File: src/sdh_pkg.sv
/*
 * Constants for the memory-card host configuration block: register map,
 * field positions, reset values and the block-splitter state type.
 * Assumes a 32-bit Avalon-MM register bus with byte addresses.
 */
package sdh_pkg;

	// ***************************************************************
	// Register map
	// ***************************************************************
	localparam logic [7:0]  OFS_CFG    = 8'h10;
	localparam logic [7:0]  OFS_COUNT  = 8'h40;
	localparam logic [7:0]  OFS_STATUS = 8'h44;
	localparam logic [7:0]  OFS_REMAIN = 8'h48;

	// ***************************************************************
	// Configuration fields
	// ***************************************************************
	localparam int          BUSW_LSB   = 12;
	localparam int          TXW_LSB    = 8;
	localparam int          RXW_LSB    = 6;
	localparam int          ENA_BIT    = 5;
	localparam int          BLK_LSB    = 0;
	localparam logic [1:0]  BUSW_ONE   = 2'h0;
	localparam logic [1:0]  BUSW_FOUR  = 2'h1;
	localparam logic [3:0]  BLK_RSVD   = 4'h0;
	localparam logic [31:0] CFG_WMASK  = 32'h000033EF;
	localparam logic [31:0] CFG_RESET  = 32'h00000000;
	localparam logic [31:0] COUNT_RESET = 32'h00000000;

	// ***************************************************************
	// Status fields
	// ***************************************************************
	localparam int          ST_ACTIVE  = 0;
	localparam int          ST_DONE    = 1;
	localparam int          ST_ERROR   = 2;
	localparam int          ST_ABORT   = 3;

	// ***************************************************************
	// Bus answer codes
	// ***************************************************************
	localparam logic [1:0]  RESP_OKAY  = 2'h0;
	localparam logic [1:0]  RESP_DECERR = 2'h3;

	typedef enum logic [1:0] {
		SDH_IDLE  = 2'h0,
		SDH_ISSUE = 2'h1,
		SDH_WAIT  = 2'h3
	} sdh_state_type;

endpackage
File: src/sdh_cfg.sv
/*
 * Configuration register of the memory-card host with its Avalon-MM slave
 * and the block splitter that issues a transfer as block-length chunks.
 * Assumes card-side logic on the same clock answers each BLOCK_START with
 * one BLOCK_DONE pulse, and that software flushes the FIFOs itself.
 */
`timescale 1ns/10ps
module sdh_cfg (
	input  wire logic        CLK,
	input  wire logic        RST,
	input  wire logic [7:0]  AVS_ADDRESS,
	input  wire logic        AVS_READ,
	input  wire logic        AVS_WRITE,
	input  wire logic [31:0] AVS_WRITEDATA,
	input  wire logic [3:0]  AVS_BYTEENABLE,
	output logic      [31:0] AVS_READDATA,
	output logic             AVS_WAITREQUEST,
	output logic      [1:0]  AVS_RESPONSE,
	input  wire logic        BLOCK_DONE,
	output logic             IF_ENABLE,
	output logic             BUS_WIDTH_4,
	output logic      [1:0]  TX_WIDTH,
	output logic      [1:0]  RX_WIDTH,
	output logic      [3:0]  BLOCK_LEN_LOG2,
	output logic             BLOCK_START,
	output logic             XFER_ACTIVE
);
	// ***************************************************************
	// Declarations
	// ***************************************************************
	logic                 wait_q;
	logic                 wait_d;
	logic [31:0]          rdata_q;
	logic [31:0]          rdata_d;
	logic [1:0]           resp_q;
	logic [1:0]           resp_d;
	logic [31:0]          cfg_q;
	logic [31:0]          cfg_d;
	logic [31:0]          count_q;
	logic [31:0]          count_d;
	logic                 bus4_q;
	logic                 bus4_d;
	sdh_pkg::sdh_state_type state_q;
	sdh_pkg::sdh_state_type state_d;
	logic                 start_q;
	logic                 start_d;
	logic                 active_q;
	logic                 active_d;
	logic                 done_q;
	logic                 done_d;
	logic                 err_q;
	logic                 err_d;
	logic                 abort_q;
	logic                 abort_d;
	logic                 commit_wr;
	logic                 hit_cfg;
	logic                 hit_count;
	logic                 hit_status;
	logic                 hit_remain;
	logic [31:0]          be_mask;
	logic [31:0]          wr_count;
	logic [31:0]          blk_len;
	logic                 start_ok;
	logic                 load;
	logic                 step;
	logic [31:0]          remain;
	logic                 last;
	logic [3:0]           blk_code;

	// ***************************************************************
	// Avalon-MM slave
	// ***************************************************************
	// One wait cycle on every access: the request is seen with waitrequest
	// high, the answer is latched, then waitrequest drops for one cycle.
	always_comb begin
		hit_cfg    = (AVS_ADDRESS == sdh_pkg::OFS_CFG);
		hit_count  = (AVS_ADDRESS == sdh_pkg::OFS_COUNT);
		hit_status = (AVS_ADDRESS == sdh_pkg::OFS_STATUS);
		hit_remain = (AVS_ADDRESS == sdh_pkg::OFS_REMAIN);
		commit_wr  = AVS_WRITE && !wait_q;
		be_mask    = {{8{AVS_BYTEENABLE[3]}}, {8{AVS_BYTEENABLE[2]}},
			{8{AVS_BYTEENABLE[1]}}, {8{AVS_BYTEENABLE[0]}}};
		wait_d     = wait_q ? !(AVS_READ || AVS_WRITE) : 1'b1;
		rdata_d    = rdata_q;
		resp_d     = resp_q;
		if (wait_q && (AVS_READ || AVS_WRITE)) begin
			rdata_d = 32'h00000000;
			resp_d  = sdh_pkg::RESP_OKAY;
			if (!(hit_cfg || hit_count || hit_status || hit_remain)) begin
				resp_d = sdh_pkg::RESP_DECERR;
			end else if (AVS_READ) begin
				case (1'b1)
					hit_cfg: begin
						rdata_d = cfg_q & sdh_pkg::CFG_WMASK;
					end
					hit_count: begin
						rdata_d = count_q;
					end
					hit_status: begin
						rdata_d[sdh_pkg::ST_ACTIVE] = active_q;
						rdata_d[sdh_pkg::ST_DONE]   = done_q;
						rdata_d[sdh_pkg::ST_ERROR]  = err_q;
						rdata_d[sdh_pkg::ST_ABORT]  = abort_q;
					end
					default: begin
						rdata_d = remain;
					end
				endcase
			end
		end
	end

	always_ff @(posedge CLK or posedge RST) begin
		if (RST) begin
			wait_q  <= 1'b1;
			rdata_q <= 32'h00000000;
			resp_q  <= 2'h0;
		end else begin
			wait_q  <= wait_d;
			rdata_q <= rdata_d;
			resp_q  <= resp_d;
		end
	end

	// ***************************************************************
	// Configuration register
	// ***************************************************************
	always_comb begin
		cfg_d = cfg_q;
		if (commit_wr && hit_cfg) begin
			// Reserved positions never store a one
			cfg_d = ((cfg_q & ~be_mask) | (AVS_WRITEDATA & be_mask))
				& sdh_pkg::CFG_WMASK;
		end
		// Only code 01 widens the card bus; reserved codes stay on one line
		bus4_d = (cfg_d[sdh_pkg::BUSW_LSB +: 2] == sdh_pkg::BUSW_FOUR);
	end

	always_ff @(posedge CLK or posedge RST) begin
		if (RST) begin
			cfg_q  <= sdh_pkg::CFG_RESET;
			bus4_q <= 1'b0;
		end else begin
			cfg_q  <= cfg_d;
			bus4_q <= bus4_d;
		end
	end

	// ***************************************************************
	// Block splitter
	// ***************************************************************
	// Writing the byte count starts a transfer. The interface must be enabled, the block code non-zero,
	// and the count non-zero and whole blocks long; otherwise the start is refused and flagged.
	always_comb begin
		blk_code = cfg_q[sdh_pkg::BLK_LSB +: 4];
		blk_len  = 32'h00000001 << blk_code;
		wr_count = (count_q & ~be_mask) | (AVS_WRITEDATA & be_mask);
		start_ok = cfg_q[sdh_pkg::ENA_BIT] && (blk_code != sdh_pkg::BLK_RSVD)
			&& (wr_count != 32'h00000000)
			&& ((wr_count & (blk_len - 32'h00000001)) == 32'h00000000);
		count_d  = count_q;
		state_d  = state_q;
		load     = 1'b0;
		step     = 1'b0;
		done_d   = done_q;
		err_d    = err_q;
		abort_d  = abort_q;
		// Clear-by-one first, so a same-cycle event below wins
		if (commit_wr && hit_status) begin
			done_d  = done_q & ~AVS_WRITEDATA[sdh_pkg::ST_DONE];
			err_d   = err_q & ~AVS_WRITEDATA[sdh_pkg::ST_ERROR];
			abort_d = abort_q & ~AVS_WRITEDATA[sdh_pkg::ST_ABORT];
		end
		case (state_q)
			sdh_pkg::SDH_IDLE: begin
				if (commit_wr && hit_count) begin
					count_d = wr_count;
					if (start_ok) begin
						load    = 1'b1;
						state_d = sdh_pkg::SDH_ISSUE;
					end else begin
						err_d = 1'b1;
					end
				end
			end
			sdh_pkg::SDH_ISSUE: begin
				state_d = sdh_pkg::SDH_WAIT;
			end
			sdh_pkg::SDH_WAIT: begin
				if (BLOCK_DONE) begin
					step    = 1'b1;
					state_d = last ? sdh_pkg::SDH_IDLE : sdh_pkg::SDH_ISSUE;
					done_d  = done_d | last;
				end
			end
			default: begin
				state_d = sdh_pkg::SDH_IDLE;
			end
		endcase
		// A count write during a transfer is refused
		if (state_q != sdh_pkg::SDH_IDLE && commit_wr && hit_count) begin
			err_d = 1'b1;
		end
		// Dropping the enable stops the splitter at once
		if (state_q != sdh_pkg::SDH_IDLE && !cfg_q[sdh_pkg::ENA_BIT]) begin
			state_d = sdh_pkg::SDH_IDLE;
			step    = 1'b0;
			abort_d = 1'b1;
		end
		start_d  = (state_d == sdh_pkg::SDH_ISSUE);
		active_d = (state_d != sdh_pkg::SDH_IDLE);
	end

	always_ff @(posedge CLK or posedge RST) begin
		if (RST) begin
			state_q  <= sdh_pkg::SDH_IDLE;
			count_q  <= sdh_pkg::COUNT_RESET;
			start_q  <= 1'b0;
			active_q <= 1'b0;
			done_q   <= 1'b0;
			err_q    <= 1'b0;
			abort_q  <= 1'b0;
		end else begin
			state_q  <= state_d;
			count_q  <= count_d;
			start_q  <= start_d;
			active_q <= active_d;
			done_q   <= done_d;
			err_q    <= err_d;
			abort_q  <= abort_d;
		end
	end

	sdh_chunk_cnt u_chunk (
		.clk      (CLK),
		.rst      (RST),
		.load     (load),
		.load_val (wr_count),
		.step     (step),
		.blk_log2 (blk_code),
		.remain   (remain),
		.last     (last)
	);

	// ***************************************************************
	// Outputs
	// ***************************************************************
	// FIFO width selects go straight to the FIFOs; realigning their
	// pointers after a change is left to a software flush.
	assign AVS_READDATA    = rdata_q;
	assign AVS_WAITREQUEST = wait_q;
	assign AVS_RESPONSE    = resp_q;
	assign IF_ENABLE       = cfg_q[sdh_pkg::ENA_BIT];
	assign BUS_WIDTH_4     = bus4_q;
	assign TX_WIDTH        = cfg_q[sdh_pkg::TXW_LSB +: 2];
	assign RX_WIDTH        = cfg_q[sdh_pkg::RXW_LSB +: 2];
	assign BLOCK_LEN_LOG2  = cfg_q[sdh_pkg::BLK_LSB +: 4];
	assign BLOCK_START     = start_q;
	assign XFER_ACTIVE     = active_q;
endmodule // sdh_cfg

File: src/sdh_chunk_cnt.sv
/*
 * Remaining-byte counter of the block splitter: loads a total, steps down
 * by one block length per finished block, flags the last block.
 * Assumes load and step are never high together.
 */
`timescale 1ns/10ps
module sdh_chunk_cnt (
	input  wire logic        clk,
	input  wire logic        rst,
	input  wire logic        load,
	input  wire logic [31:0] load_val,
	input  wire logic        step,
	input  wire logic [3:0]  blk_log2,
	output logic      [31:0] remain,
	output logic             last
);
	logic [31:0] remain_q;
	logic [31:0] remain_d;
	logic [31:0] blk_len;

	always_comb begin
		blk_len  = 32'h00000001 << blk_log2;
		remain_d = remain_q;
		if (load) begin
			remain_d = load_val;
		end else if (step) begin
			// Never wraps below zero, even if a block finishes unexpectedly
			remain_d = (remain_q > blk_len) ? remain_q - blk_len : 32'h00000000;
		end
	end

	always_ff @(posedge clk or posedge rst) begin
		if (rst) begin
			remain_q <= 32'h00000000;
		end else begin
			remain_q <= remain_d;
		end
	end

	assign remain = remain_q;
	assign last   = (remain_q <= blk_len);
endmodule // sdh_chunk_cnt

File: config.mk
export PLATFORM = sky130hd
export DESIGN_NAME = sdh_cfg
export DESIGN_NICKNAME = d
export VERILOG_FILES = /design/src/sdh_pkg.sv /design/src/sdh_cfg.sv /design/src/sdh_chunk_cnt.sv
export SDC_FILE = /design/constraint.sdc
export NUM_CORES = 1
export LEC_CHECK = 0
export BUFFER_PORTS_ARGS = -buffer_cell sky130_fd_sc_hd__buf_2
export CORE_AREA = 2 2 164 166
export DETAILED_ROUTE_END_ITERATION = 6
export DIE_AREA = 0 0 166 168
export HOLD_SLACK_MARGIN = 0.08
export SYNTH_ARGS = -nofsm -noshare
export SYNTH_HDL_FRONTEND = slang
export SYNTH_HIERARCHICAL = 1
export SYNTH_SLANG_ARGS = --single-unit
File: constraint.sdc
create_clock -name CLK -period 4.6 [get_ports CLK]
set_input_delay 0.46 -clock CLK [delete_from_list [all_inputs] [get_ports CLK]]
set_output_delay 0.46 -clock CLK [all_outputs]
set_load 0.02 [all_outputs]
## Word-level counts from Yosys, hierarchy flattened

Index checks and enable logic that the tools add are counted.

| storage, ports and cells | value |
|---|---|
| output and inout port bits | 47 |
| register bits after elaboration | 118 |
| input bits | 49 |
| word-level logic and storage cells | 104 |

| operators by class | value |
|---|---|
| bitwise operators | 14 |
| mux-type cells | 36 |
| $add $sub $neg | 2 |
| magnitude comparators | 2 |
| shift-type cells | 1 |
| equality and inequality tests | 8 |
| reduce and logical (&&, ||, !) cells | 27 |

Operators by type and width:

| kind | number |
|---|---|
| two-way mux 32 bit | 5 |
| bitwise AND 32 bit | 3 |
| two-way mux 28 bit | 3 |
| greater-than comparator 32 bit | 1 |
| less-or-equal comparator 32 bit | 1 |
| logical NOT 32 bit | 1 |
| NOT 32 bit | 1 |
| OR 32 bit | 1 |
| nonzero test 32 bit | 1 |
| left shift 1 x 4 -> 32 bit, first input constant | 1 |
| subtractor 32 x 1 -> 32 bit, second input constant | 1 |
| subtractor 32 bit | 1 |
| equality test 8 x 7 -> 1 bit, second input constant | 3 |
| two-way mux 1 bit | 18 |
| bitwise AND 14 bit | 1 |
| two-way mux 14 bit | 1 |
| OR 14 bit | 1 |
| two-way mux 4 bit | 3 |
| logical AND 1 bit | 11 |
| two-way mux 2 bit | 5 |
| equality test 8 x 5 -> 1 bit, second input constant | 1 |
| nonzero test 2 bit | 4 |
| equality test 2 x 1 -> 1 bit, second input constant | 3 |
| one-hot mux 2 bit (3 select lines) | 1 |
| other kinds (9) | 18 |

## Longest topological paths before layout

| depth | value |
|---|---|
| depth after elaboration | 11 |
| mapped depth | 15 |
| gate-level depth less buffers | 13 |

## Modules after synthesis

The synthesis kept the hierarchy.

By module, submodules not included:

| module | cells an instance | sequential area each (sq um) | instances | area an instance (sq um) |
|---|---|---|---|---|
| sdh_cfg | 505 | 2,128.3 | 1 | 4,848.4 |
| sdh_chunk_cnt | 376 | 800.8 | 1 | 2,920.3 |

## Worst setup path after synthesis

No wires, ideal clock.

| timing | value |
|---|---|
| kind | reg2reg |
| start | register (tool-made name) |
| end | register u_chunk.remain_q[21] (netlist: u_chunk/remain[21]) |
| path slack | 1.225 ns |
| data arrival time | 3.279 ns |
| period minus slack after synthesis | 3.375 ns |
| stages on the path, launching flop included | 15 |
| setup time | 0.095 ns |
| data required time | 4.505 ns |
| path buffers | 4 |
| cell sequence | dfrtp_1 > clkbuf_1 > nand3b_1 > ha_1 > clkbuf_1 > nor3_1 > o211ai_1 > a21oi_1 > nor4_4 > nand2_2 > nor4b_2 > clkbuf_1 > clkbuf_1 > nand2_1 > o31ai_1 |

RTL lines:

| item | line | text |
|---|---|---|
| to (signal assigned) | sdh_chunk_cnt.sv:36 | `remain_q <= remain_d;` |
| to (decl) | sdh_chunk_cnt.sv:17 | `logic [31:0] remain_q;` |

==> results_tabular.tex <==
\begin{tabular}{lr}
\hline
Metric & Value \\
\hline
\multicolumn{2}{l}{\textbf{Detailed routing}} \\
Overall via count from detail\_route & 6,968 \\
Total wire length & 23,500 um \\
Drt first pass iters & 5 \\
Mean routed wirelength per cell & 18.1 um \\
Antenna violation net count after detailed routing & 0 \\
DRC violation count after routing & 0 \\
Detailed-route vias per instance & 5.36 \\
Iteration-0 DRC count of the detailed router & 670 \\
\multicolumn{2}{l}{\textbf{Setup path}} \\
Signal arrival time at the worst endpoint & between 4 and 5 ns \\
Critical path capture point type & flip-flop \\
Worst stage delay on the critical path & 0.53 ns \\
Critical path launch point type & flip-flop \\
Critical-path top delay cell & sky130\_fd\_sc\_hd\_\_dfrtp\_1 \\
Required arrival time at the worst endpoint & 4.89 ns \\
Cells traversed along the worst timing path & nor2\_1 > nand2\_1 > ha\_1 > and2\_1 > o21ai\_0 > a21oi\_1 > a2111oi\_1 > nand3\_1 > nor4b\_4 > clkinv\_1 > and3\_1 > a221o\_1 \\
Crit path buf inv count & 1 \\
Count of cells along the worst register-to-register path & 12 \\
Classification of the worst setup path & reg2reg \\
Biggest fanout along the worst timing path & 19 \\
Family of cells with the greatest summed delay on the critical path & simple AND/OR/NAND/NOR gates \\
Worst path depth & 12 \\
\multicolumn{2}{l}{\textbf{GRT}} \\
First-pass GRT wire length & 37,700 um \\
Initial antenna violation count & 0 \\
GRT Overall Usage & 0.167 \\
Largest net degree at the start of global routing & 57 \\
Number of global-route vias before repair & 6,705 \\
Aggregate global routing overflow & 0 \\
\multicolumn{2}{l}{\textbf{Synthesis}} \\
Count of mapped cells out of synthesis & 881 \\
EDFF count, synth & 0 \\
Most frequently used flop master after synthesis & sky130\_fd\_sc\_hd\_\_dfrtp\_1 \\
Register bit total from synthesis & 117 \\
YS warnings & 6 \\
Sequential fraction of the synthesis area & 0.377 \\
Post-synthesis cell area & 7770 um\^{}2 \\
Area leader, netlist & sky130\_fd\_sc\_hd\_\_dfrtp\_1 \\
Number of nets in the synthesized netlist & $\sim$950 \\
Asr flop ratio synth & 1.00 \\
Area share of the largest cell type after synthesis & 0.374 \\
Mapped Avg Cell Area & 8.82 um\^{}2 \\
Synth top area cells & sky130\_fd\_sc\_hd\_\_dfrtp\_1 (37\%), sky130\_fd\_sc\_hd\_\_mux2\_2 (7.4\%), sky130\_fd\_sc\_hd\_\_a21oi\_1 (5.2\%), sky130\_fd\_sc\_hd\_\_nand2\_1 (4.8\%), sky130\_fd\_sc\_hd\_\_o21ai\_0 (4.0\%) \\
Number of unique standard cell types used by synthesis & 77 \\
\multicolumn{2}{l}{\textbf{Clock network}} \\
Count of hold buffers inserted by post-cts repair & 0 \\
CTS tree & done \\
Max Root-Sink Buffers & 2 \\
CTS clk-pin slew, worst paths & 0.06 ns \\
Resized cells post-CTS & 0 \\
Cell chosen for the clock root & sky130\_fd\_sc\_hd\_\_clkbuf\_16 \\
Setup Buffers After CTS & 0 \\
Sink count of the clock tree & 117 \\
Number of levels the H-tree was split into & 4 \\
Clock latency on the worst-skew pair & between 0.4 and 0.5 ns \\
TritonCTS buffer count & 17 \\
\multicolumn{2}{l}{\textbf{Run status}} \\
Result of the run & complete, no violations \\
\multicolumn{2}{l}{\textbf{Power and ir drop}} \\
Leakage power figure & 0.00428 uW \\
Switching power of the nets & 636 uW \\
Switching share of total power & 0.231 \\
Internal power component & 2120 uW \\
Share of total power in combinational logic & 0.079 \\
Relative contribution of the clock network to total power & 0.541 \\
Seq pwr share & 0.380 \\
Worst IR Drop VDD & 226 uV \\
Power per cell area & just over 300 nW/um\^{}2 \\
\multicolumn{2}{l}{\textbf{Timing}} \\
Final Hold Violating Endpoints & 0 \\
RSZ-0062 raised after global routing & no \\
Final clock period utilization by the worst path & 0.861 \\
Final critical path time including I/O delays and setup & 3.96 ns \\
Least-Margin Pin Slew & 0.906 ns \\
Setup TNS Final & 0 ns \\
Clock skew & $\sim$0.013 ns \\
Remaining max-slew budget at the tightest pin & 0.396 \\
Finish-stage setup viols & 0 \\
Highest achievable clock rate & 253 MHz \\
Final slew viol count & 0 \\
\multicolumn{2}{l}{\textbf{Floorplanning}} \\
Number of top-level design ports & 96 \\
Die Ht & around 170 um \\
Initial Utilization & 0.295 \\
\# rows & 60 \\
Core area & 26,400 um\^{}2 \\
DIE AREA & roughly 28,000 um\^{}2 \\
Width of the die & 166 um \\
\multicolumn{2}{l}{\textbf{Finish}} \\
Number of antenna repair diodes & 0 \\
Ratio of cells with drive above 1 in the final layout & 0.218 \\
Area delta synth->final & 17.6\% \\
Final net count & 1,015 \\
Post-route cell area & 9140 um\^{}2 \\
\multicolumn{2}{l}{\textbf{Place}} \\
Port bufs & 95 \\
Area after DPL & 8480 um\^{}2 \\
RePlAce Congestion & 0.864 \\
HPWL after detailed placement & 17,500 um \\
\multicolumn{2}{l}{\textbf{Run}} \\
Number of maximum-capacitance violations & 0 \\
\multicolumn{2}{l}{\textbf{Worst hold path}} \\
Min-delay worst type & in2async \\
\hline
\end{tabular}
## final timing paths
kind                            slack, ns                          to        startpoint
worst max-delay path                 0.64          u_chunk/remain[11]         flip-flop
min in group CLK                     0.30                   flip-flop  AVS_WRITEDATA[8]
worst max register to register       0.64          u_chunk/remain[11]         flip-flop
max in group asynchronous            3.38  asynchronous set/reset pin               RST
worst min register to register       0.47             AVS_READDATA[4]   AVS_READDATA[4]
worst min-delay path                 0.16          u_chunk/remain[17]               RST
## layer usage
layer  wire [um]  part of all wire  vias up  global-route usage
met5           0                 0        -                   0
met4         339             0.014        0              0.0371
met3        1000             0.043       20              0.0254
met2       11000              0.47      210               0.272
met1       11200              0.48     3390               0.236
li1            -                 -     3348                   -
## state kept, by name (all words and copies together), names as in the netlist, named ones only
name,cells
AVS_READDATA,32
count_q,32
u_chunk/remain,32
cfg_q,2
state_q,2
AVS_RESPONSE,1
AVS_WAITREQUEST,1
BLOCK_START,1
BUS_WIDTH_4,1
XFER_ACTIVE,1
abort_q,1
done_q,1
err_q,1
## cells in the final DEF (no fill, tap or decap), types with 13 or more instances in the layout
cell                        instances
sky130_fd_sc_hd__dfrtp_1          116
sky130_fd_sc_hd__nand2_1           98
sky130_fd_sc_hd__buf_2             95
sky130_fd_sc_hd__a21oi_1           80
sky130_fd_sc_hd__o21ai_0           62
sky130_fd_sc_hd__nor2_1            56
sky130_fd_sc_hd__mux2_2            51
sky130_fd_sc_hd__nor3b_1           33
sky130_fd_sc_hd__inv_1             26
sky130_fd_sc_hd__mux2i_1           23
sky130_fd_sc_hd__ha_1              20
sky130_fd_sc_hd__nor3_1            19
sky130_fd_sc_hd__nand3_1           17
sky130_fd_sc_hd__clkbuf_16         17
sky130_fd_sc_hd__nor4_1            16
sky130_fd_sc_hd__o21ai_1           15
sky130_fd_sc_hd__buf_4             13
## per-stage QoR
step | cells | util | power [uW] | hold WS, ns | setup WS, ns
5_1_grt | 1299 | 0.347 | 2850 | 0.208 | 0.296
4_1_cts | 1299 | 0.347 | 2780 | 0.187 | 0.712
2_1_floorplan | 881 | - | 1200 | 0.447 | 1.23
6_report | 1299 | 0.347 | 2760 | 0.157 | 0.640
3_5_place_dp | 1267 | 0.322 | 1280 | 0.465 | 0.785
3_3_place_gp | 1267 | 0.322 | 1280 | 0.459 | 0.807
## worst min-delay path, delay by kind of cell
| kind | cells | cell delay (ns) |
|---|---|---|
| buffers and inverters | 3 | 0.54 |
## power by group through the flow
stage	Sequential [uW]	Clock, uW	Combinational, uW
CTS	1050	1510	218
detailed placement	1070	0	217
global route	1050	1560	238
floorplan	1070	0	135
finish	1050	1490	217
global placement	1070	0	218
## logic make-up (layout without fill, tap and decap cells)
family | Yosys count | after routing | synth area share
compound gates | 247 | 247 | 0.199
xor+xnor | 13 | 13 | 0.0147
fa+ha+maj | 21 | 21 | 0.0348
buf+inv | 93 | 170 | 0.0536
flops | 117 | 117 | 0.377
mux | 76 | 76 | 0.107
simple gates | 314 | 314 | 0.214
## cell type report
cell class                      count  area (um^2)
Timing Repair Buffer              108          573
Tap cell                          341          427
Multi-Input combinational cell    671         4440
Clock buffer                       24          482
Inverter                           30          114
Clock inverter                      8          173
Fill cell                        2651        17200
Sequential cell                   117         2930
## synthesized netlist by cell type, types with 3 or more instances
library cell,instances
sky130_fd_sc_hd__dfrtp_1,116
sky130_fd_sc_hd__xor2_1,7
sky130_fd_sc_hd__nor2b_1,9
sky130_fd_sc_hd__o21a_1,5
sky130_fd_sc_hd__nor3b_1,33
sky130_fd_sc_hd__o21ai_0,62
sky130_fd_sc_hd__nor4_1,16
sky130_fd_sc_hd__o21ai_1,16
sky130_fd_sc_hd__nor2_1,56
sky130_fd_sc_hd__nand2_1,99
sky130_fd_sc_hd__o31ai_1,7
sky130_fd_sc_hd__nand3b_1,3
sky130_fd_sc_hd__mux2i_1,23
sky130_fd_sc_hd__or3_1,5
sky130_fd_sc_hd__a22o_1,12
sky130_fd_sc_hd__xnor2_1,6
sky130_fd_sc_hd__o211ai_1,5
sky130_fd_sc_hd__and3_1,12
sky130_fd_sc_hd__nand3_1,17
sky130_fd_sc_hd__buf_4,11
sky130_fd_sc_hd__nor4b_1,4
sky130_fd_sc_hd__nand2b_1,6
sky130_fd_sc_hd__a21o_1,11
sky130_fd_sc_hd__clkbuf_1,40
sky130_fd_sc_hd__a311oi_1,3
sky130_fd_sc_hd__and2_1,5
sky130_fd_sc_hd__a22oi_1,6
sky130_fd_sc_hd__ha_1,20
sky130_fd_sc_hd__a31oi_1,3
sky130_fd_sc_hd__nand4_1,12
sky130_fd_sc_hd__a211oi_1,8
sky130_fd_sc_hd__o221ai_1,3
sky130_fd_sc_hd__buf_2,9
sky130_fd_sc_hd__a21oi_1,80
sky130_fd_sc_hd__mux2_2,51
sky130_fd_sc_hd__nor3_1,19
sky130_fd_sc_hd__or4_1,5
sky130_fd_sc_hd__inv_1,27
No activity file was read; power rests on OpenSTA's default activity.
